<file path="src/bciu_pkg.sv">
/*
 * Package for the block control and interrupt unit: instruction codes,
 * mask bit positions, timing constants and the carrier structs.
 * Assumes a single 40 MHz system clock.
 */
package bciu_pkg;

  // Clock rate and timing
  localparam int unsigned CLK_HZ         = 40_000_000;
  localparam int unsigned CLR_PULSE_NS   = 5500;  // 5.5 us clear pulse
  localparam int unsigned CLR_PULSE_CYC  =
    (CLR_PULSE_NS * (CLK_HZ / 1_000_000) + 999) / 1000;
  localparam int unsigned HOLD_LIMIT_MS  = 40;    // pause timeout
  localparam int unsigned HOLD_LIMIT_CYC = HOLD_LIMIT_MS * (CLK_HZ / 1000);

  // Instruction function codes (sub-code after 77)
  localparam logic [5:0] OP_CLEAR_PENDING = 6'h28; // 77.50
  localparam logic [5:0] OP_CLEAR_BLOCK   = 6'h29; // 77.51
  localparam logic [5:0] OP_SET_MASK      = 6'h2a; // 77.52
  localparam logic [5:0] OP_CLR_MASK      = 6'h2b; // 77.53
  localparam logic [5:0] OP_NEIGHBOUR     = 6'h2f; // 77.57
  localparam logic [5:0] OP_HOLD          = 6'h30; // 77.6x
  localparam logic [5:0] OP_FLOAT_FAULT   = 6'h39; // 77.71
  localparam logic [5:0] OP_DEC_FAULT     = 6'h3a; // 77.72
  localparam logic [5:0] OP_DISABLE       = 6'h3b; // 77.73
  localparam logic [5:0] OP_ENABLE        = 6'h3c; // 77.74

  // Field positions of the 12-bit operand mask
  localparam int unsigned CHAN_LO     = 0;
  localparam int unsigned CHAN_HI     = 7;
  localparam int unsigned BIT_TYPE    = 8;
  localparam int unsigned BIT_NOXMIT0 = 9;
  localparam int unsigned BIT_NOXMIT1 = 10;
  localparam int unsigned BIT_SRCH    = 11;
  localparam int unsigned IRQ_RTC     = 8;
  localparam int unsigned IRQ_EXPBCD  = 9;
  localparam int unsigned IRQ_ARITH   = 10;
  localparam int unsigned IRQ_SRCH    = 11;

  // Reset values
  localparam logic [11:0] MASK_RESET = 12'h000;
  localparam logic        ENA_RESET  = 1'b0;

  // Instruction from the sequencer
  typedef struct packed {
    logic        valid;   // one-cycle issue strobe
    logic [5:0]  code;    // function code
    logic [11:0] operand; // 12-bit mask field
  } bciu_instr_t;

  // Hold outcome to the sequencer
  typedef enum logic [1:0] {
    HOLD_NONE,
    HOLD_REJECT,   // read reject word at P+1
    HOLD_SKIP,     // skip to P+2
    HOLD_IRQ       // interrupt, save P of the hold
  } bciu_hold_res_t;

endpackage : bciu_pkg

</file>
<file path="src/bciu_core.sv">
/*
 * Block control and interrupt unit: clears, conditional hold, interrupt
 * mask, fault setting and interrupt enable control.
 * Assumes the instruction sequencer, channels and typewriter logic run
 * on clk_sys; the neighbour processor request is a pin and is synced.
 */
// How it works
// - Clear-block clears each masked channel and the search/move control.
// - Bits 9 and 10 equal: full channel clear plus 5.5 us clear pulse.
// - Bit 9 low, bit 10 high: channel logic only, no clear pulse.
// - Bit 8 resets typewriter and its load/dump transfer logic.
// - Hold keeps program address while any masked condition is active.
// - Hold longer than 40 ms ends with reject word at P+1.
// - No active masked condition, or all drop: skip to P+2.
// - Enabled interrupt ends hold; hold address saved as interrupted.
// - Typewriter bits 8-10 never hold; reject if present, else skip.
// - Clear-pending clears selected conditions; channels internal only.
// - Mask bits: channels 0-7, clock, exp/BCD, arith, search/move.
// - Set-mask sets mask bits where operand bit is one.
// - Mask bits of absent channels can never be set.
// - Clear-mask clears mask bits where operand bit is one.
// - Neighbour interrupt request stays active until reset; nothing else clears it.
// - Set-float-fault sets the floating-point fault logic.
// - Set-decimal-fault sets the BCD fault logic.
// - Disable stops interrupts until enable; conditions stay sensable.
// - After enable, one more instruction runs before an interrupt.
`timescale 1ns/10ps
module bciu_core
  import bciu_pkg::*;
#(
  parameter logic [7:0]  CHAN_PRESENT = 8'hff,      // fitted channels
  parameter int unsigned HOLD_CYC     = HOLD_LIMIT_CYC // pause timeout
) (
  input  wire logic           clk_sys,        // 40 MHz clock
  input  wire logic           rst_b,          // Sync reset, active low
  input  wire bciu_instr_t    instr,          // Issued instruction
  input  wire logic           instr_done,     // Sequencer finished one
  input  wire logic [7:0]     chan_busy,      // R/W or connect set
  input  wire logic [7:0]     chan_int_irq,   // Channel-made interrupt
  input  wire logic [7:0]     chan_ext_irq,   // Equipment interrupt lvl
  input  wire logic           rtc_irq,        // Real-time clock event
  input  wire logic           exp_fault,      // Exponent fault event
  input  wire logic           arith_fault,    // Overflow/divide event
  input  wire logic           srch_done,      // Search/move complete
  input  wire logic           srch_busy,      // Search/move running
  input  wire logic           type_busy,      // Typewriter busy
  input  wire logic           type_nfinish,   // Finish not set
  input  wire logic           type_nrepeat,   // Repeat not set
  input  wire logic           nbr_req_pin,    // From right neighbour
  input  wire logic           irq_ack,        // Interrupt taken
  output logic [7:0]          chan_clear,     // Channel logic clear
  output logic [7:0]          equip_clear,    // 5.5 us clear pulse
  output logic                srch_clear,     // Search/move clear
  output logic                type_clear,     // Typewriter clear
  output logic                hold_p,         // Freeze program address
  output bciu_hold_res_t      hold_res,       // Hold outcome pulse
  output logic                nbr_irq_out,    // To left neighbour
  output logic                float_fault,    // Float fault latched
  output logic                dec_fault,      // BCD fault latched
  output logic                irq_req,        // Interrupt request
  output logic [11:0]         pend_vec,       // Sensable conditions
  output logic [11:0]         interrupt_enable_mask, // Mask readback
  output logic                ie_state        // Interrupt control on
);

  // Elaboration check: the timeout counter needs at least two cycles
  if (HOLD_CYC < 2) begin : g_bad_hold
    $error("HOLD_CYC too small");
  end

  // Decode of the issued instruction
  wire logic is_clr_blk = instr.valid && instr.code == OP_CLEAR_BLOCK;
  wire logic is_clr_pnd = instr.valid && instr.code == OP_CLEAR_PENDING;
  wire logic is_set_msk = instr.valid && instr.code == OP_SET_MASK;
  wire logic is_clr_msk = instr.valid && instr.code == OP_CLR_MASK;
  wire logic is_nbr     = instr.valid && instr.code == OP_NEIGHBOUR;
  wire logic is_hold    = instr.valid && instr.code == OP_HOLD;
  wire logic is_flt     = instr.valid && instr.code == OP_FLOAT_FAULT;
  wire logic is_dec     = instr.valid && instr.code == OP_DEC_FAULT;
  wire logic is_dis     = instr.valid && instr.code == OP_DISABLE;
  wire logic is_ena     = instr.valid && instr.code == OP_ENABLE;
  wire logic [11:0] opnd = instr.operand;

  // Clearing decode
  wire logic [7:0] sel_chan = opnd[CHAN_HI:CHAN_LO] & CHAN_PRESENT;
  wire logic xmit_clr = opnd[BIT_NOXMIT0] == opnd[BIT_NOXMIT1];
  wire logic [7:0] nxt_chan_clear = is_clr_blk ? sel_chan : 8'h00;
  wire logic [7:0] pulse_sel =
    (is_clr_blk && xmit_clr) ? sel_chan : 8'h00;

  logic [7:0]  chan_clear_ff;
  logic        srch_clear_ff;
  logic        type_clear_ff;
  logic [7:0]  equip_sel_ff;
  logic [15:0] pulse_cnt_ff;

  // Clear strobes, one cycle each
  always_ff @(posedge clk_sys) begin
    if (!rst_b) begin
      chan_clear_ff <= 8'h00;
      srch_clear_ff <= 1'b0;
      type_clear_ff <= 1'b0;
    end else begin
      chan_clear_ff <= nxt_chan_clear;
      srch_clear_ff <= is_clr_blk && opnd[BIT_SRCH];
      type_clear_ff <= is_clr_blk && opnd[BIT_TYPE];
    end
  end

  // Equipment clear pulse timer; a new clear restarts it
  always_ff @(posedge clk_sys) begin
    if (!rst_b) begin
      equip_sel_ff <= 8'h00;
      pulse_cnt_ff <= 16'h0000;
    end else if (pulse_sel != 8'h00) begin
      equip_sel_ff <= pulse_sel;
      pulse_cnt_ff <= 16'(CLR_PULSE_CYC);
    end else if (pulse_cnt_ff > 16'h0001) begin
      pulse_cnt_ff <= pulse_cnt_ff - 16'h0001;
    end else begin
      pulse_cnt_ff <= 16'h0000;
      equip_sel_ff <= 8'h00;
    end
  end

  assign chan_clear  = chan_clear_ff;
  assign srch_clear  = srch_clear_ff;
  assign type_clear  = type_clear_ff;
  assign equip_clear = equip_sel_ff;

  // Neighbour request synchroniser
  logic nbr_s1_ff;
  logic nbr_s2_ff;
  always_ff @(posedge clk_sys) begin
    if (!rst_b) begin
      nbr_s1_ff <= 1'b0;
      nbr_s2_ff <= 1'b0;
    end else begin
      nbr_s1_ff <= nbr_req_pin;
      nbr_s2_ff <= nbr_s1_ff;
    end
  end

  // Interrupt mask register
  logic [11:0] mask_ff;
  wire logic [11:0] settable = {4'hf, CHAN_PRESENT};
  wire logic [11:0] nxt_mask =
    is_set_msk ? (mask_ff | (opnd & settable)) :
    is_clr_msk ? (mask_ff & ~opnd) : mask_ff;
  always_ff @(posedge clk_sys) begin
    if (!rst_b) mask_ff <= MASK_RESET;
    else        mask_ff <= nxt_mask;
  end
  assign interrupt_enable_mask = mask_ff;

  // Sticky pending conditions; set wins over clear
  logic [11:0] pend_ff;
  logic        flt_ff;
  logic        dec_ff;
  wire logic [11:0] set_ev = {srch_done, arith_fault,
                              exp_fault | is_flt | is_dec,
                              rtc_irq, chan_int_irq};
  // Clear-block also drops the channel interrupts it clears
  wire logic [11:0] clr_sel = is_clr_pnd ? opnd :
                              is_clr_blk ? {4'h0, sel_chan} : 12'h000;
  wire logic [11:0] nxt_pend = set_ev | (pend_ff & ~clr_sel);
  always_ff @(posedge clk_sys) begin
    if (!rst_b) begin
      pend_ff <= 12'h000;
      flt_ff  <= 1'b0;
      dec_ff  <= 1'b0;
    end else begin
      pend_ff <= nxt_pend;
      flt_ff  <= is_flt | (flt_ff & ~clr_sel[IRQ_EXPBCD]);
      dec_ff  <= is_dec | (dec_ff & ~clr_sel[IRQ_EXPBCD]);
    end
  end
  assign float_fault = flt_ff;
  assign dec_fault   = dec_ff;
  // External equipment lines are levels, not cleared here
  assign pend_vec = pend_ff | {4'h0, chan_ext_irq};

  // Outgoing neighbour request held until reset; no acknowledge clears it
  logic nbr_out_ff;
  always_ff @(posedge clk_sys) begin
    if (!rst_b)      nbr_out_ff <= 1'b0;
    else if (is_nbr) nbr_out_ff <= 1'b1;
  end
  assign nbr_irq_out = nbr_out_ff;

  // Interrupt enable with one-instruction delay after enable
  logic ie_ff;
  logic ie_wait_ff;
  always_ff @(posedge clk_sys) begin
    if (!rst_b) begin
      ie_ff      <= ENA_RESET;
      ie_wait_ff <= 1'b0;
    end else if (is_dis) begin
      ie_ff      <= 1'b0;
      ie_wait_ff <= 1'b0;
    end else if (is_ena) begin
      ie_ff      <= 1'b1;
      ie_wait_ff <= 1'b1;
    end else if (ie_wait_ff && instr.valid) begin
      ie_wait_ff <= 1'b0;
    end
  end
  assign ie_state = ie_ff;
  wire logic irq_any = |(pend_vec & mask_ff) | nbr_s2_ff;
  assign irq_req = ie_ff && !ie_wait_ff && irq_any;

  // Conditional hold sequencer
  typedef enum logic [0:0] {H_IDLE, H_WAIT} bciu_hstate_t;
  bciu_hstate_t hst_ff;
  logic [11:0]  hmask_ff;
  logic [31:0]  hcnt_ff;
  bciu_hold_res_t res_ff;
  wire logic [11:0] cond = {srch_busy, type_nrepeat, type_nfinish,
                            type_busy, chan_busy};
  wire logic typ_sel = |opnd[10:8];
  wire logic typ_hit = |(opnd[10:8] & cond[10:8]);
  wire logic now_hit = |(opnd & cond);
  wire logic w_hit   = |(hmask_ff & cond);
  always_ff @(posedge clk_sys) begin
    if (!rst_b) begin
      hst_ff   <= H_IDLE;
      hmask_ff <= 12'h000;
      hcnt_ff  <= 32'h0000_0000;
      res_ff   <= HOLD_NONE;
    end else begin
      res_ff <= HOLD_NONE;
      unique case (hst_ff)
        H_IDLE: if (is_hold) begin
          hmask_ff <= opnd;
          hcnt_ff  <= 32'h0000_0000;
          if (typ_sel) res_ff <= typ_hit ? HOLD_REJECT : HOLD_SKIP;
          else if (!now_hit) res_ff <= HOLD_SKIP;
          else hst_ff <= H_WAIT;
        end
        H_WAIT: begin
          hcnt_ff <= hcnt_ff + 32'h0000_0001;
          if (irq_req) begin
            res_ff <= HOLD_IRQ;
            hst_ff <= H_IDLE;
          end else if (!w_hit) begin
            res_ff <= HOLD_SKIP;
            hst_ff <= H_IDLE;
          end else if (hcnt_ff >= 32'(HOLD_CYC - 1)) begin
            res_ff <= HOLD_REJECT;
            hst_ff <= H_IDLE;
          end
        end
      endcase
    end
  end
  assign hold_p   = hst_ff == H_WAIT;
  assign hold_res = res_ff;

  // Checks
  a_mask_set_sticky: assert property (@(posedge clk_sys) disable iff (!rst_b)
    is_set_msk |=> (interrupt_enable_mask & ($past(opnd) & settable))
                   == ($past(opnd) & settable))
    else $error("mask set failed");
  a_mask_clr_bits: assert property (@(posedge clk_sys) disable iff (!rst_b)
    is_clr_msk |=> (interrupt_enable_mask & $past(opnd)) == 12'h000)
    else $error("mask clear failed");
  a_absent_chan: assert property (@(posedge clk_sys) disable iff (!rst_b)
    (interrupt_enable_mask[7:0] & ~CHAN_PRESENT) == 8'h00)
    else $error("absent channel mask set");
  a_clear_chan: assert property (@(posedge clk_sys) disable iff (!rst_b)
    is_clr_blk |=> chan_clear == ($past(sel_chan)))
    else $error("channel clear wrong");
  // Length of the standing equipment clear, for the pulse check
  logic [15:0] plen_ff;
  always_ff @(posedge clk_sys) begin
    if (!rst_b)                    plen_ff <= 16'h0000;
    else if (pulse_sel != 8'h00)   plen_ff <= 16'h0001;
    else if (equip_clear != 8'h00) plen_ff <= plen_ff + 16'h0001;
    else                           plen_ff <= 16'h0000;
  end
  a_pulse_len: assert property (@(posedge clk_sys) disable iff (!rst_b)
    $fell(equip_clear != 8'h00) |->
      $past(plen_ff) == 16'(CLR_PULSE_CYC))
    else $error("clear pulse length wrong");
  a_no_xmit: assert property (@(posedge clk_sys) disable iff (!rst_b)
    (is_clr_blk && !opnd[9] && opnd[10] && equip_clear == 8'h00)
    |=> equip_clear == 8'h00)
    else $error("pulse sent when barred");
  a_type_clr: assert property (@(posedge clk_sys) disable iff (!rst_b)
    (is_clr_blk && opnd[BIT_TYPE]) |=> type_clear)
    else $error("typewriter not cleared");
  a_enable_delay: assert property (@(posedge clk_sys) disable iff (!rst_b)
    is_ena |=> !irq_req)
    else $error("irq right after enable");
  a_irq_gate: assert property (@(posedge clk_sys) disable iff (!rst_b)
    irq_req |-> ie_state && irq_any)
    else $error("irq while disabled");
  a_disable_off: assert property (@(posedge clk_sys) disable iff (!rst_b)
    is_dis |=> !ie_state && !irq_req)
    else $error("disable ignored");
  a_hold_typ: assert property (@(posedge clk_sys) disable iff (!rst_b)
    (hst_ff == H_IDLE && is_hold && typ_sel) |=> !hold_p)
    else $error("typewriter hold");
  a_hold_skip: assert property (@(posedge clk_sys) disable iff (!rst_b)
    (hold_p && !w_hit && !irq_req) |=> hold_res == HOLD_SKIP)
    else $error("no skip on release");
  a_hold_irq: assert property (@(posedge clk_sys) disable iff (!rst_b)
    (hold_p && irq_req) |=> hold_res == HOLD_IRQ)
    else $error("irq did not end hold");
  a_hold_time: assert property (@(posedge clk_sys) disable iff (!rst_b)
    hold_p |-> hcnt_ff < 32'(HOLD_CYC))
    else $error("hold overran");
  a_nbr_stays: assert property (@(posedge clk_sys) disable iff (!rst_b)
    is_nbr |=> nbr_irq_out[*4])
    else $error("neighbour irq dropped");
  a_flt_set: assert property (@(posedge clk_sys) disable iff (!rst_b)
    is_flt |=> float_fault)
    else $error("float fault not set");
  a_dec_set: assert property (@(posedge clk_sys) disable iff (!rst_b)
    is_dec |=> dec_fault)
    else $error("bcd fault not set");
  a_pend_clr: assert property (@(posedge clk_sys) disable iff (!rst_b)
    (is_clr_pnd && set_ev == 12'h000) |=> (pend_ff & $past(opnd)) == 12'h0)
    else $error("pending not cleared");
  a_mask_read: assert property (@(posedge clk_sys) disable iff (!rst_b)
    !(is_set_msk || is_clr_msk) |=> $stable(interrupt_enable_mask))
    else $error("mask changed unasked");
  a_rtc_pend: assert property (@(posedge clk_sys) disable iff (!rst_b)
    rtc_irq |=> pend_vec[IRQ_RTC])
    else $error("clock event lost");

  c_hold_timeout: cover property (@(posedge clk_sys) hold_res == HOLD_REJECT);
  c_hold_irq: cover property (@(posedge clk_sys) hold_res == HOLD_IRQ);
  c_pulse: cover property (@(posedge clk_sys) equip_clear != 8'h00);
  c_irq: cover property (@(posedge clk_sys) irq_req);

endmodule : bciu_core

</file>
<file path="config.mk">
export PLATFORM = sky130hd
export DESIGN_NAME = bciu_core
export DESIGN_NICKNAME = d
export VERILOG_FILES = /design/src/bciu_pkg.sv /design/src/bciu_core.sv
export SDC_FILE = /design/constraint.sdc
export NUM_CORES = 1
export LEC_CHECK = 0
export BUFFER_PORTS_ARGS = -buffer_cell sky130_fd_sc_hd__buf_2
export CORE_AREA = 2 2 108 110
export CTS_BUF_LIST = sky130_fd_sc_hd__clkbuf_2
export DETAILED_ROUTE_END_ITERATION = 6
export DIE_AREA = 0 0 110 112
export GPL_TIMING_DRIVEN = 0
export HOLD_SLACK_MARGIN = 0.1
export PLACE_DENSITY = 0.7
export SLEW_MARGIN = 20
export SYNTH_ARGS = -nofsm -noshare
export SYNTH_HDL_FRONTEND = slang
export SYNTH_SLANG_ARGS = --single-unit
</file>
<file path="constraint.sdc">
create_clock -name clk_sys -period 4.5 [get_ports clk_sys]
set_clock_uncertainty 0.05 [all_clocks]
set_input_delay 0.225 -clock clk_sys [delete_from_list [all_inputs] [get_ports clk_sys]]
set_output_delay 0.225 -clock clk_sys [all_outputs]
set_load 0.03 [all_outputs]
</file>
==> qor.txt, run 1 <==
ANT nets after route = 0
Routed wire length = 13,600 µm
Syn Nets = 633
H-tree depth = 3
Initial antenna violation count = 1
Share of layout cells above drive strength 1 = 19.4%
RSZ-0062 raised after global routing = no
Leakage power = 2.43 nW
CP delay by family, top = buffers and inverters
Maximum clock path buffer count = 2
Post-placement cell area = 5500 µm²
Crit path launch = instr[12]
Cell Pwr Density = 338 nW/µm²
Total power draw = 2.08 mW
Final setup vio count = 0
Synthesized area = 4870 µm²
Syn Inst Count = 574
Placed insts = 808
Nets = 786
Post-synth ARST share = 0%
Final non-filler cell total = 876
Die W = 110 µm
CTS Sinks = 112
Crit path depth = 8
Worst vdd ir = 305 µV
Clk slew on worst S/H paths = 0.28 ns
Crit path time final = 2.89 ns
R2R Path Start = hold_p
Final Cell Area = 6130 µm²
Iteration-0 DRC Markers = 356
CP Launch Type = input port
Least-Margin Pin Slew = 1.07 ns
Critical Path Sink Type = flop
Global-route wire length before repair = 22,000 µm
Fmax = 346 MHz
Core Box Area = 11,200 µm²
Detail Placement HPWL = 9450 µm
Largest net degree at the start of global routing = 19
Count of cell types in the netlist = 59
Starting Density = 43.6%
Ports = 106
Setup bufs post-CTS = 0
Hold Crit Start = type_nrepeat
WL/cell = 15.5 µm
WS Path Type = input port to flop
Area contributors post-synth = dfxtp_1 (46%), a21oi_1 (6.3%), nor2_1 (5.3%), nand2_1 (4.9%), xnor2_1 (3.1%)
Post-synth top area cell = dfxtp_1
DR vias/cell = 5.50
CP max stage delay = 0.79 ns
Mean Syn Cell Area = 8.48 µm²
Clk root buf = clkbuf_2
Max-cap violation count = 0
Post-synthesis register bit count = 112
Slew HR = 27.9%
Arrival time worst endpoint = 3.40 ns
Post_cts resized = 0
CP cell instances = dlygate4sd3_1 > clkbuf_1 > or3_1 > nor4_2 > dlygate4sd3_1 > nand2_1 > dlygate4sd3_1 > a21oi_1
Num CTS Buffers = 9
Final period util = 64.2%
Die height = 112 µm
Area delta synth->final = 26.0%
CP most frequent cell = dlygate4sd3_1
GPL Wtd Cong = 0.858
Synth top area share = 46.0%
Hold Crit Class = input port to flop
Status = finished, final reports clean
Port bufs = 91
Via count = 4,820
CP required = 5.01 ns
Drt drc = 0
Synth warn = 0
Drt first pass iters = 5
CTS Hold Buffers Added = 51
Final Hold Vio Count = 0
Congestion Overflow GR = 0
Max-slew violations = 0
All-layer global routing usage = 22.5%
Main synth FF type = dfxtp_1
Crit path max fanout = 9
Full die area = 12,300 µm²
Clock latency at the later pin of the worst-skew pair = 0.61 ns
CTS tree = yes
Site Rows = 39
Crit path buf inv count = 4
Sequential share of the synthesized area = 46.0%
Fin Setup TNS = 0 ns
Hold path depth = 5
CP max stage cell = dlygate4sd3_1
R2R depth = 6
EDFF count, synth = 0
Vias in the first global route = 4,580
[worst register-to-register path: stages (launching register included)]
cell,delay (ns)
dfxtp_1,0.41
clkbuf_1,0.26
nor4_2,0.52
dlygate4sd3_1,0.79
nand2_1,0.10
dlygate4sd3_1,0.59
a21oi_1,0.12
[final timing paths]
| kind | to | slack, ns |
|---|---|---|
| setup reg to reg | hmask_ff[0] | 1.62 |
| hold reg to reg | hmask_ff[3] | 0.43 |
| setup / recovery | hmask_ff[0] | 1.61 |
| hold / removal | hold_res[1] | 0.15 |
[metrics by stage]
stage	hold WS [ns]	utilization [%]	worst slack, ns
global route	0.140	54.9	1.53
global placement	0.369	49.3	2.05
CTS	0.120	54.9	1.74
floorplan	0.285	-	2.26
finish	0.155	54.9	1.61
detailed placement	0.383	49.3	2.02
[report_power, final]
group	switching [mW]	internal, mW	leakage [nW]
Clock	0.335	0.130	0.0760
Combinational	0.266	0.224	1.45
Sequential	0.0603	1.06	0.909
[cells in the final DEF, fill, tap and decap left out, types with 4 or more instances in the layout]
cell	Yosys	layout
and3_1	20	20
nand2_1	64	64
or2_2	15	15
buf_2	1	92
o211ai_1	10	10
nand3_1	15	15
inv_1	7	7
a22oi_1	4	4
or4_1	4	4
clkbuf_1	31	31
nor4_1	10	10
dfxtp_1	112	112
nor2_1	69	69
o21a_1	11	11
a22o_1	11	11
a311oi_1	12	12
xor2_1	6	6
a21oi_1	61	61
nor3_1	10	10
buf_4	5	5
nand4_1	6	6
clkbuf_2	0	9
o21ai_0	8	8
dlygate4sd3_1	0	51
xnor2_1	17	17
or3_1	13	13
[routing by layer]
metal	share of wire [%]	wire length (µm)	track usage, %	vias to the layer above
li1	-	-	-	2339
met5	0	0	0	-
met3	6.7	906	4.27	27
met4	1.9	259	7.59	0
met2	46	6310	36.5	176
met1	45	6120	29.9	2278
[Yosys cell counts, types with 11 or more instances]
master,count
a21oi_1,61
a22o_1,11
a311oi_1,12
and3_1,20
clkbuf_1,31
dfxtp_1,112
nand2_1,64
nand3_1,15
nor2_1,69
o21a_1,11
or2_2,15
or3_1,13
xnor2_1,17
[cell families after synthesis]
group,Yosys count,share of synthesized area [%]
compound gates,134,18.0
xor+xnor,23,4.14
fa+ha+maj,3,0.771
buf+inv,48,4.27
flops,112,46.0
mux,3,0.668
simple gates,251,26.1
[cell type report]
cell class / instances / area, µm²
tap: 143 / 179
antenna: 1 / 2.50
multi-input combinational: 414 / 2420
sequential: 112 / 2240
inverter: 8 / 30.0
clock inverter: 7 / 71.3
fill: 1037 / 5040
clock buffer: 9 / 45.0
timing repair buffer: 142 / 966
buffer: 40 / 178
No activity file was read; power rests on OpenSTA's default activity.
==> inputs of run 2 (changes only) <==
==> constraint.sdc (replaced) <==
create_clock -name clk_sys -period 2.9 [get_ports clk_sys]
set_clock_uncertainty 0.05 [all_clocks]
set_input_delay 0.145 -clock clk_sys [delete_from_list [all_inputs] [get_ports clk_sys]]
set_output_delay 0.145 -clock clk_sys [all_outputs]
set_load 0.03 [all_outputs]
==> qor.txt, run 2 (synthesized netlist as in run 1, its figures left out) <==
Crit path max fanout = 10
Iteration-0 DRC Markers = 301
Global-route wire length before repair = 22,100 µm
Starting Density = 43.6%
Slew HR = 26.0%
Routed wire length = 13,600 µm
Num CTS Buffers = 9
Fin Hold WS = 0.239 ns
R2R Path Start = hold_p
GPL Wtd Cong = 0.858
Drt first pass iters = 6
Total power draw = 3.22 mW
Area delta synth->final = 27.2%
CP required = 3.40 ns
Final Hold Vio Count = 0
Fin Setup TNS = 0 ns
Fmax = 366 MHz
Via count = 4,827
Storage element area = 2240 µm²
All-layer global routing usage = 22.6%
Core Box Area = 11,200 µm²
Cell Pwr Density = 520 nW/µm²
Site Rows = 39
Maximum clock path buffer count = 2
Most common cell after layout, fill and taps aside = dfxtp_1
Vias in the first global route = 4,625
Drt drc = 0
WL/cell = 15.5 µm
Least-Margin Pin Slew = 1.10 ns
Initial antenna violation count = 1
RSZ-0062 raised after global routing = no
Hold path depth = 6
Status = finished, final reports clean
Final Core Density = 55.4%
Final period util = 94.2%
Full die area = 12,300 µm²
Area of the multi-input gates = 2430 µm²
Critical Path Sink Type = flop
DR vias/cell = 5.48
Commonest non-fill, non-tap cells in the layout = dfxtp_1 (112), buf_2 (92), nor2_1 (69)
H-tree depth = 3
Arrival time worst endpoint = 3.23 ns
Worst vdd ir = 475 µV
Share of layout cells above drive strength 1 = 19.3%
Leakage power = 2.45 nW
Largest net degree at the start of global routing = 19
Final setup vio count = 0
CTS Sinks = 112
Hold Crit Class = input port to flop
Detail Placement HPWL = 9450 µm
Nets = 791
Post-placement cell area = 5500 µm²
Hold Crit Start = chan_busy[7]
Max-cap violation count = 0
Clock latency at the later pin of the worst-skew pair = 0.59 ns
Clk slew on worst S/H paths = 0.28 ns
Min-Delay Endpoint = hold_p
Worst r2r dst = hmask_ff[1]
Die W = 110 µm
Clk root buf = clkbuf_2
Congestion Overflow GR = 0
Ports = 106
Fillers = 1,028
CTS tree = yes
Crit path time final = 2.73 ns
Die height = 112 µm
CP Launch Type = flop
Final Cell Area = 6190 µm²
ANT nets after route = 0
Max-slew violations = 0
Port bufs = 91
Flop2flop setup slack = 0.17 ns
WS Path Type = flop to flop
R2R depth = 6
run 2: cell types whose count changed in the layout (fill, tap and decap cells not counted), sizes merged:
cell and delta:
dlygate4sd3 +5
run 2: timing repair:
item / CTS / global route
endpoints found under the hold margin: 83 / 0
hold buffers: 56 / 0
gates resized for setup: 0 / 1
setup buffers: 0 / 0
setup endpoints to repair: 0 / 1
run 2: worst max path at each step:
| stage | endpoint | slack [ns] | startpoint | cells past startpoint |
|---|---|---|---|---|
| after detailed placement | hcnt_ff[20] | 0.47 | hcnt_ff[0] | 9 |
| after global routing | hmask_ff[1] | 0.03 | hold_p | 6 |
| after floorplan | hcnt_ff[20] | 0.66 | hcnt_ff[0] | 9 |
| after global placement | hcnt_ff[20] | 0.51 | hcnt_ff[0] | 9 |
| final | hmask_ff[1] | 0.17 | hold_p | 6 |
| after CTS | hmask_ff[1] | 0.01 | hold_p | 6 |
run 2: area by class of cell:
type	count	share of cell area (%)
diodes	1	0.0404
plain buffers	40	2.87
clock buffers	9	0.727
clock inverters	7	1.15
inverters	8	0.485
multi-input cells	414	39.2
flip-flops and latches	112	36.2
well taps	143	2.89
repair buffers	147	16.4
run 2: power by group:
part | leakage, nW | switching [mW] | total, mW | internal [mW]
Clock | 0.0760 | 0.517 | 0.720 | 0.202
Combinational | 1.46 | 0.413 | 0.763 | 0.350
Sequential | 0.909 | 0.0936 | 1.74 | 1.65
Total | 2.45 | 1.02 | 3.22 | 2.20
run 2: layer usage:
metal / wire length, µm / GRT usage [%] / up-vias
li1: - / - / 2347
met1: 6100 / 30.0 / 2278
met2: 6360 / 36.5 / 177
met3: 935 / 4.27 / 25
met4: 249 / 7.68 / 0
met5: 0 / 0 / -
run 2: through the flow:
stage,setup WS (ns),std cells
finish,0.168,881
global route,0.0337,881
CTS,0.0147,880
detailed placement,0.474,808
global placement,0.513,808
floorplan,0.663,574
run 2: worst max-delay path, stage by stage, from the launching register on:
cell           delay (ns)
dfxtp_1              0.41
clkbuf_1             0.28
nor4_4               0.56
dlygate4sd3_1        0.65
nand2_1              0.06
dlygate4sd3_1        0.57
a21oi_1              0.11
